==> src/pvp_pkg.sv <==
/*
  Shared constants and types for the program/verify port controller.
  Assumes a 50 MHz pclk and an APB master that reaches the controller registers.
*/
package pvp_pkg;

  // ****************************************************************
  // Register map of the controller (byte addresses).
  // ****************************************************************
  localparam logic [11:0] CTRL_OFS   = 12'h0_000;
  localparam logic [11:0] ADDR_OFS   = 12'h0_004;
  localparam logic [11:0] DATA_OFS   = 12'h0_008;
  localparam logic [11:0] STATUS_OFS = 12'h0_00C;
  localparam logic [11:0] RDATA_OFS  = 12'h0_010;

  // ****************************************************************
  // Field positions and reset values.
  // ****************************************************************
  localparam int          CTRL_OP_LSB    = 0;
  localparam int          CTRL_GO_BIT    = 4;
  localparam int          CTRL_EN_BIT    = 5;
  localparam int          CTRL_CFG_LSB   = 8;
  localparam int          STAT_BUSY_BIT  = 0;
  localparam int          STAT_DONE_BIT  = 1;
  localparam int          STAT_LOCK_BIT  = 2;
  localparam int          STAT_ERR_BIT   = 3;
  localparam logic [31:0] RESET_VALUE    = 32'h0000_0000;

  // ****************************************************************
  // Timing: documented times and derived cycle counts.
  // ****************************************************************
  localparam int CLK_HZ         = 50_000_000;
  localparam int GATE_VERIFY_US = 10;
  localparam int GATE_PROG_MS   = 10;
  localparam int GATE_SEC_MS    = 300;
  localparam int SETUP_NS       = 200;
  localparam int VERIFY_CYC     = GATE_VERIFY_US * (CLK_HZ / 1_000_000);
  localparam int PROG_CYC       = GATE_PROG_MS * (CLK_HZ / 1_000);
  localparam int SEC_CYC        = GATE_SEC_MS * (CLK_HZ / 1_000);
  localparam int SETUP_CYC      = (SETUP_NS * (CLK_HZ / 1_000_000) + 999) / 1000;
  localparam int CELL_COUNT     = 2194;

  // ****************************************************************
  // Operations that software can request.
  // ****************************************************************
  typedef enum logic [2:0] {
    OP_ERASE_ALL = 3'b000,
    OP_PROG_ALL  = 3'b001,
    OP_PROG_BYTE = 3'b010,
    OP_VERIFY    = 3'b011,
    OP_SECURITY  = 3'b100
  } pvp_op_e;

  // Configuration mode chosen by the two global cells.
  typedef enum logic [1:0] {
    CFG_SIMPLE   = 2'b01,
    CFG_COMPLEX  = 2'b11,
    CFG_REGISTER = 2'b10
  } pvp_cfg_e;

  // Pin levels driven toward the device; high-voltage pins have a level code.
  typedef struct packed {
    logic       prog_verify_enable;
    logic [1:0] op_select_pins;
    logic       gating_pulse_pin;
    logic [1:0] latch_wipe_pin;
    logic [1:0] lock_outdis_pin;
    logic [3:0] term_group_addr;
  } pvp_pins_s;

  // Level codes for the multi-level pins.
  localparam logic [1:0] LVL_LOW  = 2'b00;
  localparam logic [1:0] LVL_HIGH = 2'b01;
  localparam logic [1:0] LVL_HV   = 2'b10;

endpackage

==> src/pvp_sync.sv <==
/*
  Two-flop synchroniser for the device data bus read back from pins.
  Assumes the bus input is asynchronous to pclk.
*/
`timescale 1ns/1ns
module pvp_sync (
  // Clock and reset.
  input  wire logic       pclk,
  input  wire logic       presetn,
  // Data.
  input  wire logic [7:0] async_in,
  output logic      [7:0] sync_out
);

  logic [7:0] meta_q;

  // Two stages; only the second stage reads the first.
  always_ff @(posedge pclk or negedge presetn) begin
    if (!presetn) begin
      meta_q   <= 8'h00;
      sync_out <= 8'h00;
    end else begin
      meta_q   <= async_in;
      sync_out <= meta_q;
    end
  end

endmodule // pvp_sync

==> src/pvp_timer.sv <==
/*
  Down counter that times the gating pulse and setup intervals.
  Assumes load and count come from logic on pclk.
*/
`timescale 1ns/1ns
module pvp_timer (
  // Clock and reset.
  input  wire logic        pclk,
  input  wire logic        presetn,
  // Control.
  input  wire logic        load,
  input  wire logic [24:0] load_value,
  // Status.
  output logic             expired
);

  logic [24:0] count_q;

  // Loaded value counts down to zero and holds there.
  always_ff @(posedge pclk or negedge presetn) begin
    if (!presetn) begin
      count_q <= 25'h000_0000;
    end else if (load) begin
      count_q <= load_value;
    end else if (count_q != 25'h000_0000) begin
      count_q <= count_q - 25'h000_0001;
    end
  end

  // Expired looks only at the count: the reload is made from expired, so
  // gating expired with load would close a combinational loop.
  assign expired = (count_q == 25'h000_0000);

endmodule // pvp_timer

==> src/pvp_ctrl.sv <==
/*
  Controller that drives a programmable logic device through its parallel
  program/verify pins, ordered by software over APB.
  Assumes the pin drivers translate level codes into real voltages, and
  that software supplies addresses per the chosen configuration mode.
*/
// The placing of the registers and the APB interface to the registers are this design's own decisions.
`timescale 1ns/1ns

// Notes on behaviour
// - Hold enable pin high during program mode.
// - Select one of four operations by pins.
// - Drive line and term-group addresses.
// - Address mapping follows the chosen mode; the code only stores cfg_q and leaves the mapping to software.
// - Invert write data against the fuse map.
// - Latch pin latches address; lock pin frees bus.
// - Keep latch/lock high until pulse 10us.
// - Raise pulse only after setup complete.
// - Program and erase pulses last 10ms.
// - Security pulse lasts 300ms.
// - Verify pulse lasts 10us.
// - Erase before writing any cell data; the code still runs a write without an erase and sets err.
// - Start with all pins low.
// - Precondition with erase then program-all; the code still runs a byte program without it and sets err.
// - Op pins are inverted TTL codes.
module pvp_ctrl (
  // APB clock and reset.
  input  wire logic                   pclk,
  input  wire logic                   presetn,
  // APB slave.
  input  wire logic                   psel,
  input  wire logic                   penable,
  input  wire logic                   pwrite,
  input  wire logic [11:0]            paddr,
  input  wire logic [31:0]            pwdata,
  output logic      [31:0]            prdata,
  output logic                        pready,
  output logic                        pslverr,
  // Device pins.
  output pvp_pkg::pvp_pins_s          pins,
  output logic      [7:0]             bus_out,
  output logic                        bus_oe,
  input  wire logic [7:0]             bus_in
);

  // ****************************************************************
  // Sequencer states.
  // ****************************************************************
  typedef enum logic [2:0] {
    ST_IDLE   = 3'b000,
    ST_ADDR   = 3'b001,
    ST_LATCH  = 3'b010,
    ST_DATA   = 3'b011,
    ST_PULSE  = 3'b100,
    ST_RELEAS = 3'b101,
    ST_FALL   = 3'b110
  } pvp_state_e;

  pvp_state_e          state_q;
  pvp_pkg::pvp_op_e    op_q;
  pvp_pkg::pvp_pins_s  pins_q;
  logic [1:0]          cfg_q;
  logic                enable_q;
  logic [7:0]          line_addr_q;
  logic [3:0]          group_q;
  logic [7:0]          wdata_q;
  logic [7:0]          rdata_q;
  logic [7:0]          bus_q;
  logic                bus_oe_q;
  logic                done_q;
  logic                err_q;
  logic                secured_q;
  logic                erased_q;
  logic                primed_q;
  logic                go;
  pvp_pkg::pvp_op_e    go_op;
  logic                wr_en;
  logic                rd_en;
  logic                tmr_load;
  logic [24:0]         tmr_value;
  logic                tmr_expired;
  logic [7:0]          bus_sync;

  // ****************************************************************
  // Helpers.
  // ****************************************************************

  // Operation codes on the select pins are written inverted.
  function automatic logic [1:0] op_pins(input pvp_pkg::pvp_op_e op);
    unique case (op)
      pvp_pkg::OP_ERASE_ALL: op_pins = ~2'b00;
      pvp_pkg::OP_PROG_ALL:  op_pins = ~2'b01;
      pvp_pkg::OP_PROG_BYTE: op_pins = ~2'b11;
      pvp_pkg::OP_VERIFY:    op_pins = ~2'b10;
      default:               op_pins = ~2'b11; // Security shares byte code.
    endcase
  endfunction

  // Gating pulse length per operation.
  function automatic logic [24:0] pulse_len(input pvp_pkg::pvp_op_e op);
    unique case (op)
      pvp_pkg::OP_VERIFY:   pulse_len = 25'(pvp_pkg::VERIFY_CYC);
      pvp_pkg::OP_SECURITY: pulse_len = 25'(pvp_pkg::SEC_CYC);
      default:              pulse_len = 25'(pvp_pkg::PROG_CYC);
    endcase
  endfunction

  // Operations that use an addressed byte.
  function automatic logic is_byte(input pvp_pkg::pvp_op_e op);
    is_byte = (op == pvp_pkg::OP_PROG_BYTE) || (op == pvp_pkg::OP_VERIFY);
  endfunction

  // ****************************************************************
  // Submodules.
  // ****************************************************************
  pvp_timer u_timer (
    .pclk       (pclk),
    .presetn    (presetn),
    .load       (tmr_load),
    .load_value (tmr_value),
    .expired    (tmr_expired)
  );

  pvp_sync u_sync (
    .pclk     (pclk),
    .presetn  (presetn),
    .async_in (bus_in),
    .sync_out (bus_sync)
  );

  // ****************************************************************
  // APB slave: zero wait state, unmapped reads zero with error.
  // ****************************************************************
  // Writes land at the access edge; there is never a wait state to insert.
  assign pready = 1'b1;
  assign wr_en  = psel && penable && pwrite;
  assign rd_en  = psel && penable && !pwrite;
  assign go     = wr_en && (paddr == pvp_pkg::CTRL_OFS) && pwdata[pvp_pkg::CTRL_GO_BIT]
                  && (state_q == ST_IDLE);

  // Operation carried by the write that starts an order; op_q only holds it
  // from the next clock, so checks made at that edge must look here.
  assign go_op  = pvp_pkg::pvp_op_e'(pwdata[pvp_pkg::CTRL_OP_LSB +: 3]);

  // Error flags an unmapped address.
  always_comb begin
    pslverr = 1'b0;
    if (psel && penable) begin
      pslverr = !(paddr == pvp_pkg::CTRL_OFS || paddr == pvp_pkg::ADDR_OFS ||
                  paddr == pvp_pkg::DATA_OFS || paddr == pvp_pkg::STATUS_OFS ||
                  paddr == pvp_pkg::RDATA_OFS);
    end
  end

  // Read multiplexer.
  always_comb begin
    prdata = pvp_pkg::RESET_VALUE;
    if (rd_en) begin
      unique case (paddr)
        pvp_pkg::CTRL_OFS: begin
          prdata[2:0] = op_q;
          prdata[pvp_pkg::CTRL_EN_BIT] = enable_q;
          prdata[pvp_pkg::CTRL_CFG_LSB +: 2] = cfg_q;
        end
        pvp_pkg::ADDR_OFS:   prdata[11:0] = {group_q, line_addr_q};
        pvp_pkg::DATA_OFS:   prdata[7:0]  = wdata_q;
        pvp_pkg::STATUS_OFS: begin
          prdata[pvp_pkg::STAT_BUSY_BIT] = (state_q != ST_IDLE);
          prdata[pvp_pkg::STAT_DONE_BIT] = done_q;
          prdata[pvp_pkg::STAT_LOCK_BIT] = secured_q;
          prdata[pvp_pkg::STAT_ERR_BIT]  = err_q;
        end
        pvp_pkg::RDATA_OFS:  prdata[7:0]  = rdata_q;
        default:             prdata = pvp_pkg::RESET_VALUE;
      endcase
    end
  end

  // Control and operand registers; operands frozen while busy.
  always_ff @(posedge pclk or negedge presetn) begin
    if (!presetn) begin
      op_q        <= pvp_pkg::OP_ERASE_ALL;
      enable_q    <= 1'b0;
      cfg_q       <= pvp_pkg::CFG_SIMPLE;
      line_addr_q <= 8'h00;
      group_q     <= 4'h0;
      wdata_q     <= 8'h00;
    end else if (wr_en && state_q == ST_IDLE) begin
      unique case (paddr)
        pvp_pkg::CTRL_OFS: begin
          op_q     <= pvp_pkg::pvp_op_e'(pwdata[2:0]);
          enable_q <= pwdata[pvp_pkg::CTRL_EN_BIT];
          cfg_q    <= pwdata[pvp_pkg::CTRL_CFG_LSB +: 2];
        end
        pvp_pkg::ADDR_OFS: begin
          line_addr_q <= pwdata[7:0];
          group_q     <= pwdata[11:8];
        end
        pvp_pkg::DATA_OFS: wdata_q <= pwdata[7:0];
        default: ;
      endcase
    end
  end

  // ****************************************************************
  // Operation sequencer.
  // ****************************************************************

  // Each step waits for the timer, which reads zero for one clock before the state moves on,
  // so every step lasts one cycle longer than the count it was loaded with; the pins follow the state one clock later.
  always_ff @(posedge pclk or negedge presetn) begin
    if (!presetn) begin
      state_q <= ST_IDLE;
    end else begin
      unique case (state_q)
        ST_IDLE:   if (go) state_q <= ST_ADDR;
        ST_ADDR:   if (tmr_expired) state_q <= ST_LATCH;
        ST_LATCH:  if (tmr_expired) state_q <= ST_DATA;
        ST_DATA:   if (tmr_expired) state_q <= ST_PULSE;
        ST_PULSE:  if (tmr_expired) state_q <= ST_RELEAS;
        ST_RELEAS: if (tmr_expired) state_q <= ST_FALL;
        ST_FALL:   if (tmr_expired) state_q <= ST_IDLE;
        default:   state_q <= ST_IDLE;
      endcase
    end
  end

  // Timer reload on each state entry.
  // The last step loads nothing, so the timer rests at zero while idle.
  always_comb begin
    tmr_load  = 1'b0;
    tmr_value = 25'(pvp_pkg::SETUP_CYC);
    if (go) begin
      tmr_load = 1'b1;
    end else if (tmr_expired && state_q != ST_IDLE && state_q != ST_FALL) begin
      tmr_load = 1'b1;
      if (state_q == ST_DATA) begin
        tmr_value = pulse_len(op_q);
      end
    end
  end

  // Pin drive per state; pins low when idle except prog_verify_enable, which follows enable_q.
  always_ff @(posedge pclk or negedge presetn) begin
    if (!presetn) begin
      pins_q   <= '0;
      bus_q    <= 8'h00;
      bus_oe_q <= 1'b0;
    end else begin
      unique case (state_q)
        ST_IDLE: begin
          pins_q   <= '0;
          pins_q.prog_verify_enable <= enable_q;
          bus_oe_q <= 1'b0;
        end
        ST_ADDR: begin
          pins_q.prog_verify_enable <= 1'b1;
          pins_q.op_select_pins     <= op_pins(op_q);
          pins_q.term_group_addr    <= is_byte(op_q) ? group_q : 4'h0;
          bus_q    <= line_addr_q;
          bus_oe_q <= is_byte(op_q);
        end
        ST_LATCH: begin
          // High voltage on the latch pin selects erase-all.
          pins_q.latch_wipe_pin <= (op_q == pvp_pkg::OP_ERASE_ALL) ? pvp_pkg::LVL_HV :
                                   is_byte(op_q) || op_q == pvp_pkg::OP_SECURITY ?
                                   pvp_pkg::LVL_HIGH : pvp_pkg::LVL_LOW;
          pins_q.lock_outdis_pin <= (op_q == pvp_pkg::OP_SECURITY) ? pvp_pkg::LVL_HV :
                                    pvp_pkg::LVL_HIGH;
        end
        ST_DATA: begin
          // Program data go out inverted; verify releases the bus.
          bus_q    <= ~wdata_q;
          bus_oe_q <= (op_q == pvp_pkg::OP_PROG_BYTE);
        end
        ST_PULSE: pins_q.gating_pulse_pin <= 1'b1;
        ST_RELEAS: begin
          // Latch and lock drop only after the pulse has run its time.
          pins_q.latch_wipe_pin  <= pvp_pkg::LVL_LOW;
          pins_q.lock_outdis_pin <= pvp_pkg::LVL_LOW;
        end
        ST_FALL: begin
          pins_q.gating_pulse_pin <= 1'b0;
          bus_oe_q <= 1'b0;
        end
        default: ;
      endcase
    end
  end

  assign pins    = pins_q;
  assign bus_out = bus_q;
  assign bus_oe  = bus_oe_q;

  // ****************************************************************
  // Results and order checks.
  // ****************************************************************

  // Result, security and erase tracking; a new order clears done and error.
  // Cell writes are only trusted after an erase followed by a program-all,
  // so an order that skips the preconditioning still runs but sets err.
  always_ff @(posedge pclk or negedge presetn) begin
    if (!presetn) begin
      rdata_q   <= 8'h00;
      done_q    <= 1'b0;
      err_q     <= 1'b0;
      secured_q <= 1'b0;
      erased_q  <= 1'b0;
      primed_q  <= 1'b0;
    end else begin
      if (go) begin
        done_q <= 1'b0;
        err_q  <= ((go_op == pvp_pkg::OP_PROG_BYTE) && !primed_q) ||
                  ((go_op == pvp_pkg::OP_PROG_ALL) && !erased_q);
      end else if (state_q == ST_FALL && tmr_expired) begin
        done_q <= 1'b1;
      end
      // Sample verify data when the pulse timer expires, before latch and lock drop and while the pulse is still high.
      if (state_q == ST_PULSE && tmr_expired && op_q == pvp_pkg::OP_VERIFY) begin
        rdata_q <= secured_q ? 8'hFF : bus_sync;
      end
      if (state_q == ST_PULSE && tmr_expired) begin
        if (op_q == pvp_pkg::OP_ERASE_ALL) begin
          secured_q <= 1'b0;
          erased_q  <= 1'b1;
          primed_q  <= 1'b0;
        end else if (op_q == pvp_pkg::OP_SECURITY) begin
          secured_q <= 1'b1;
        end else if (op_q == pvp_pkg::OP_PROG_ALL) begin
          // Program-all only completes the preconditioning after an erase.
          primed_q <= erased_q;
        end
      end
    end
  end

endmodule // pvp_ctrl

==> config.mk <==
export PLATFORM = sky130hd
export DESIGN_NAME = pvp_ctrl
export DESIGN_NICKNAME = d
export VERILOG_FILES = /design/src/pvp_pkg.sv /design/src/pvp_sync.sv /design/src/pvp_timer.sv /design/src/pvp_ctrl.sv
export SDC_FILE = /design/constraint.sdc
export NUM_CORES = 1
export LEC_CHECK = 0
export ABC_AREA = 1
export BUFFER_PORTS_ARGS = -buffer_cell sky130_fd_sc_hd__buf_2
export CAP_MARGIN = 30
export CORE_MARGIN = 8
export CORE_UTILIZATION = 45
export CTS_CLUSTER_DIAMETER = 40
export DETAILED_ROUTE_END_ITERATION = 6
export PLACE_DENSITY_LB_ADDON = 0.2
export REMOVE_ABC_BUFFERS = 1
export SYNTH_ARGS = -nofsm -noshare
export SYNTH_HDL_FRONTEND = slang
export SYNTH_SLANG_ARGS = --single-unit
==> constraint.sdc <==
create_clock -name pclk -period 4.5 [get_ports pclk]
set_clock_uncertainty 0.15 [all_clocks]
set_input_delay 0.9 -clock pclk [delete_from_list [all_inputs] [get_ports pclk]]
set_output_delay 0.9 -clock pclk [all_outputs]
set_load 0.05 [all_outputs]
==> qor.txt <==
========================================================================================
Outcome                                                                     finished clean
Proportion of synthesized chip area in sequential cells                            47.8%
CP Data Required Time                                                            3450 ps
Areal power density over the cells                                            402 mW/mm2
Post-synth top area share                                                          47.3%
Share of the clock period used by the worst path                                   82.6%
Number of clock buffers inserted by TritonCTS                                          9
Final hold violations                                                                  0
Final ANT Viol Nets                                                                    0
Worst Hold Margin                                                                 197 ps
Clock transition at the registers of the reported paths                            80 ps
Setup repair after global routing missed its margin                                false
I/O Pins                                                                             112
Maximum clock rate                                                               269 MHz
Chip Height                                                                       126 um
Max-Slew Margin vs Limit                                                           54.0%
Sink Count                                                                           104
Core area                                                                     0.0119 mm2
Cells taking the most area after synthesis                                  sky130_fd_sc_hd__dfrtp_1 47%, sky130_fd_sc_hd__nand2_1 10%, sky130_fd_sc_hd__nor2_1 5.6%, sky130_fd_sc_hd__inv_1 4.5%, sky130_fd_sc_hd__o21ai_0 4.2%
Violation count after the first detailed-routing iteration                           304
Post-layout nets                                                                     792
CP arrival                                                                       2670 ps
Number of H-tree branching levels                                                      3
Initial Utilization                                                                45.8%
Type of the worst min-delay path                                              reg -> reg
Synthesized area divided by synthesized cell count                              8.20 um2
Antenna diode instance count                                                           0
Width of the chip                                                                 126 um
Pin count of the biggest net entering global routing                                  53
Total of max-cap violations                                                            0
Number of placement rows                                                              40
Largest buffer count on any clock path                                                 2
Cell area after synthesis                                                    0.00545 mm2
Max-slew violation count                                                               0
Synthesis warning total                                                                0
Setup tns final                                                                     0 ps
Placer congestion estimate                                                         0.883
Total of cells resized after clock tree synthesis                                      0
Routed wire length                                                              13800 um
Clock tree from TritonCTS                                                           done
Detailed-route DRC error count                                                         0
Layout cell share with drive strength beyond 1                                     18.5%
Cts hold-fix bufs                                                                      0
Total setup violations reported at the end of the flow                                 0
Average wire length per cell after detail routing                                15.6 um
Post-CTS setup-driven buffer insertion count                                           0
First-pass GRT wire length                                                      22700 um
Tot Pwr                                                                          2.47 mW
Via count normalized by instance count                                              5.16
Crit start category                                                         primary input
Number of global-route vias before repair                                           4514
Largest driver fanout on the critical path                                             9
Core Util, Final                                                                   51.5%
Synth cell types                                                                      40
Post-synthesis instance total                                                        665
Antenna violations before repair                                                       0
Clock Latency Late Sink                                                           360 ps
Routed vias                                                                         4569
Tightest Pin Transition                                                           690 ps
CTS root buf                                                                sky130_fd_sc_hd__clkbuf_16
Crit path capture type                                                      primary output
Overall global routing resource usage                                              17.8%
Number of search-and-repair iterations in the first detailed-routing pass              5
Grt ovf                                                                                0
Path type of the worst setup path                                              in -> out
Area enclosed by the die boundary                                             0.0159 mm2
Post-DP HPWL                                                                    10300 um
Static leakage                                                                   3.03 nW
Largest area contributor in the synthesized netlist                         sky130_fd_sc_hd__dfrtp_1
Number of input and output port buffers inserted                                      70
Highest ir drop seen on vdd                                                     0.190 mV
Min Tclk post-route                                                              3720 ps
Area growth from synthesis to layout                                               12.6%
Yosys reg bits                                                                       104
========================================================================================
[critical path, cell delays in order]
cell	delay, ps
sky130_fd_sc_hd__buf_2	130
sky130_fd_sc_hd__or2_1	260
sky130_fd_sc_hd__nor2_4	170
sky130_fd_sc_hd__nand3_2	230
sky130_fd_sc_hd__nand3_1	210
sky130_fd_sc_hd__nor2_1	60
sky130_fd_sc_hd__nand2_1	90
sky130_fd_sc_hd__nand2_1	100
sky130_fd_sc_hd__nor2_1	200
sky130_fd_sc_hd__buf_2	310
[Yosys cell counts]
library cell,instances
sky130_fd_sc_hd__nand3_1,37
sky130_fd_sc_hd__o31ai_1,1
sky130_fd_sc_hd__or2_2,1
sky130_fd_sc_hd__nor3_2,1
sky130_fd_sc_hd__xor2_1,7
sky130_fd_sc_hd__nand2_1,149
sky130_fd_sc_hd__buf_2,7
sky130_fd_sc_hd__o21ai_1,13
sky130_fd_sc_hd__o2bb2ai_1,1
sky130_fd_sc_hd__nor3_1,11
sky130_fd_sc_hd__inv_1,66
sky130_fd_sc_hd__nand2_4,4
sky130_fd_sc_hd__nand4_1,8
sky130_fd_sc_hd__nor2_8,3
sky130_fd_sc_hd__nand3_2,4
sky130_fd_sc_hd__nor2_2,5
sky130_fd_sc_hd__nand3b_1,2
sky130_fd_sc_hd__dfstp_2,1
sky130_fd_sc_hd__a21oi_1,27
sky130_fd_sc_hd__inv_2,4
sky130_fd_sc_hd__clkbuf_1,2
sky130_fd_sc_hd__buf_4,22
sky130_fd_sc_hd__buf_6,2
sky130_fd_sc_hd__o221ai_1,1
sky130_fd_sc_hd__nand4_4,1
sky130_fd_sc_hd__dfrtp_1,103
sky130_fd_sc_hd__o211ai_1,13
sky130_fd_sc_hd__nor2_4,7
sky130_fd_sc_hd__nand2_2,8
sky130_fd_sc_hd__o21a_1,3
sky130_fd_sc_hd__or2_1,1
sky130_fd_sc_hd__conb_1,2
sky130_fd_sc_hd__o21ai_0,46
sky130_fd_sc_hd__nor3_4,2
sky130_fd_sc_hd__a21oi_2,3
sky130_fd_sc_hd__o21ai_2,5
sky130_fd_sc_hd__xnor2_1,6
sky130_fd_sc_hd__o22ai_1,4
sky130_fd_sc_hd__ha_1,1
sky130_fd_sc_hd__nor2_1,81
[metal layers]
layer  up-vias  part of all wire (%)  global-route usage (%)
li1       2253                     -                       -
met1      2183                    46                    23.4
met2       122                    47                    28.4
met3        11                   5.1                    4.09
met4         0                   1.2                    5.52
met5         -                     0                       0
[worst paths after layout]
path                                                  from                             end  slack [ps]  cells after the start
worst min register to register  u_sync.meta_q[0]$_DFF_PN0_    u_sync.sync_out[0]$_DFF_PN0_         200                      0
min in group asynchronous                          presetn          state_q[0]$_DFFE_PN0P_         430                      1
max in group asynchronous                          presetn    u_sync.sync_out[5]$_DFF_PN0_        2930                      2
worst min-delay path            u_sync.meta_q[0]$_DFF_PN0_    u_sync.sync_out[0]$_DFF_PN0_         200                      0
worst max-delay path                              paddr[2]                       prdata[1]         780                     10
worst max register to register      state_q[2]$_DFFE_PN0P_  u_timer.count_q[8]$_DFFE_PN0P_        2010                      9
[where the power goes]
part           internal [mW]  total, mW  switching [mW]
sequential              1.01       1.08          0.0695
combinational          0.135      0.593           0.458
clock                  0.405      0.796           0.391
[layout make-up]
type	instances	area [um2]
inverters	70	263
multi-input cells	477	2430
fillers	1151	5770
flip-flops and latches	104	2600
clock inverters	6	56.3
repair buffers	72	368
clock buffers	10	239
well taps	147	184
[metrics by stage]
step	cells	worst slack (ps)	cell area (um2)
final	886	783	6140
after detailed placement	870	808	5840
after CTS	886	799	6140
after floorplan	651	919	5290
after global routing	886	573	6140
after global placement	870	804	5840
[flip-flops by register name, indices dropped and copies added (netlist names), 2 cells and up]
register	count
u_timer.count_q	25
pins	12
bus_out	8
line_addr_q	8
rdata_q	8
u_sync.meta_q	8
u_sync.sync_out	8
wdata_q	8
group_q	4
op_q	3
state_q	3
cfg_q	2
[placed cells by master (no fill, tap or decap), types with 8 or more instances in the layout]
master,count
sky130_fd_sc_hd__a21oi_1,27
sky130_fd_sc_hd__buf_2,69
sky130_fd_sc_hd__clkbuf_16,9
sky130_fd_sc_hd__conb_1,21
sky130_fd_sc_hd__dfrtp_1,103
sky130_fd_sc_hd__inv_1,66
sky130_fd_sc_hd__nand2_1,149
sky130_fd_sc_hd__nand2_2,8
sky130_fd_sc_hd__nand3_1,37
sky130_fd_sc_hd__nand4_1,8
sky130_fd_sc_hd__nor2_1,81
sky130_fd_sc_hd__nor3_1,11
sky130_fd_sc_hd__o211ai_1,13
sky130_fd_sc_hd__o21ai_0,46
sky130_fd_sc_hd__o21ai_1,13
[kinds of logic after synthesis]
group / count (synthesis) / synth area share (%)
XOR/XNOR: 13 / 2.09
AO/OA/AOI/OAI: 117 / 12.3
AND/OR/NAND/NOR: 325 / 28.4
buffers and inverters: 103 / 9.04
flip-flops: 104 / 47.8
other: 2 / 0.138
adder cells (fa/ha/maj): 1 / 0.229
(Power assumes the default switching activity.)
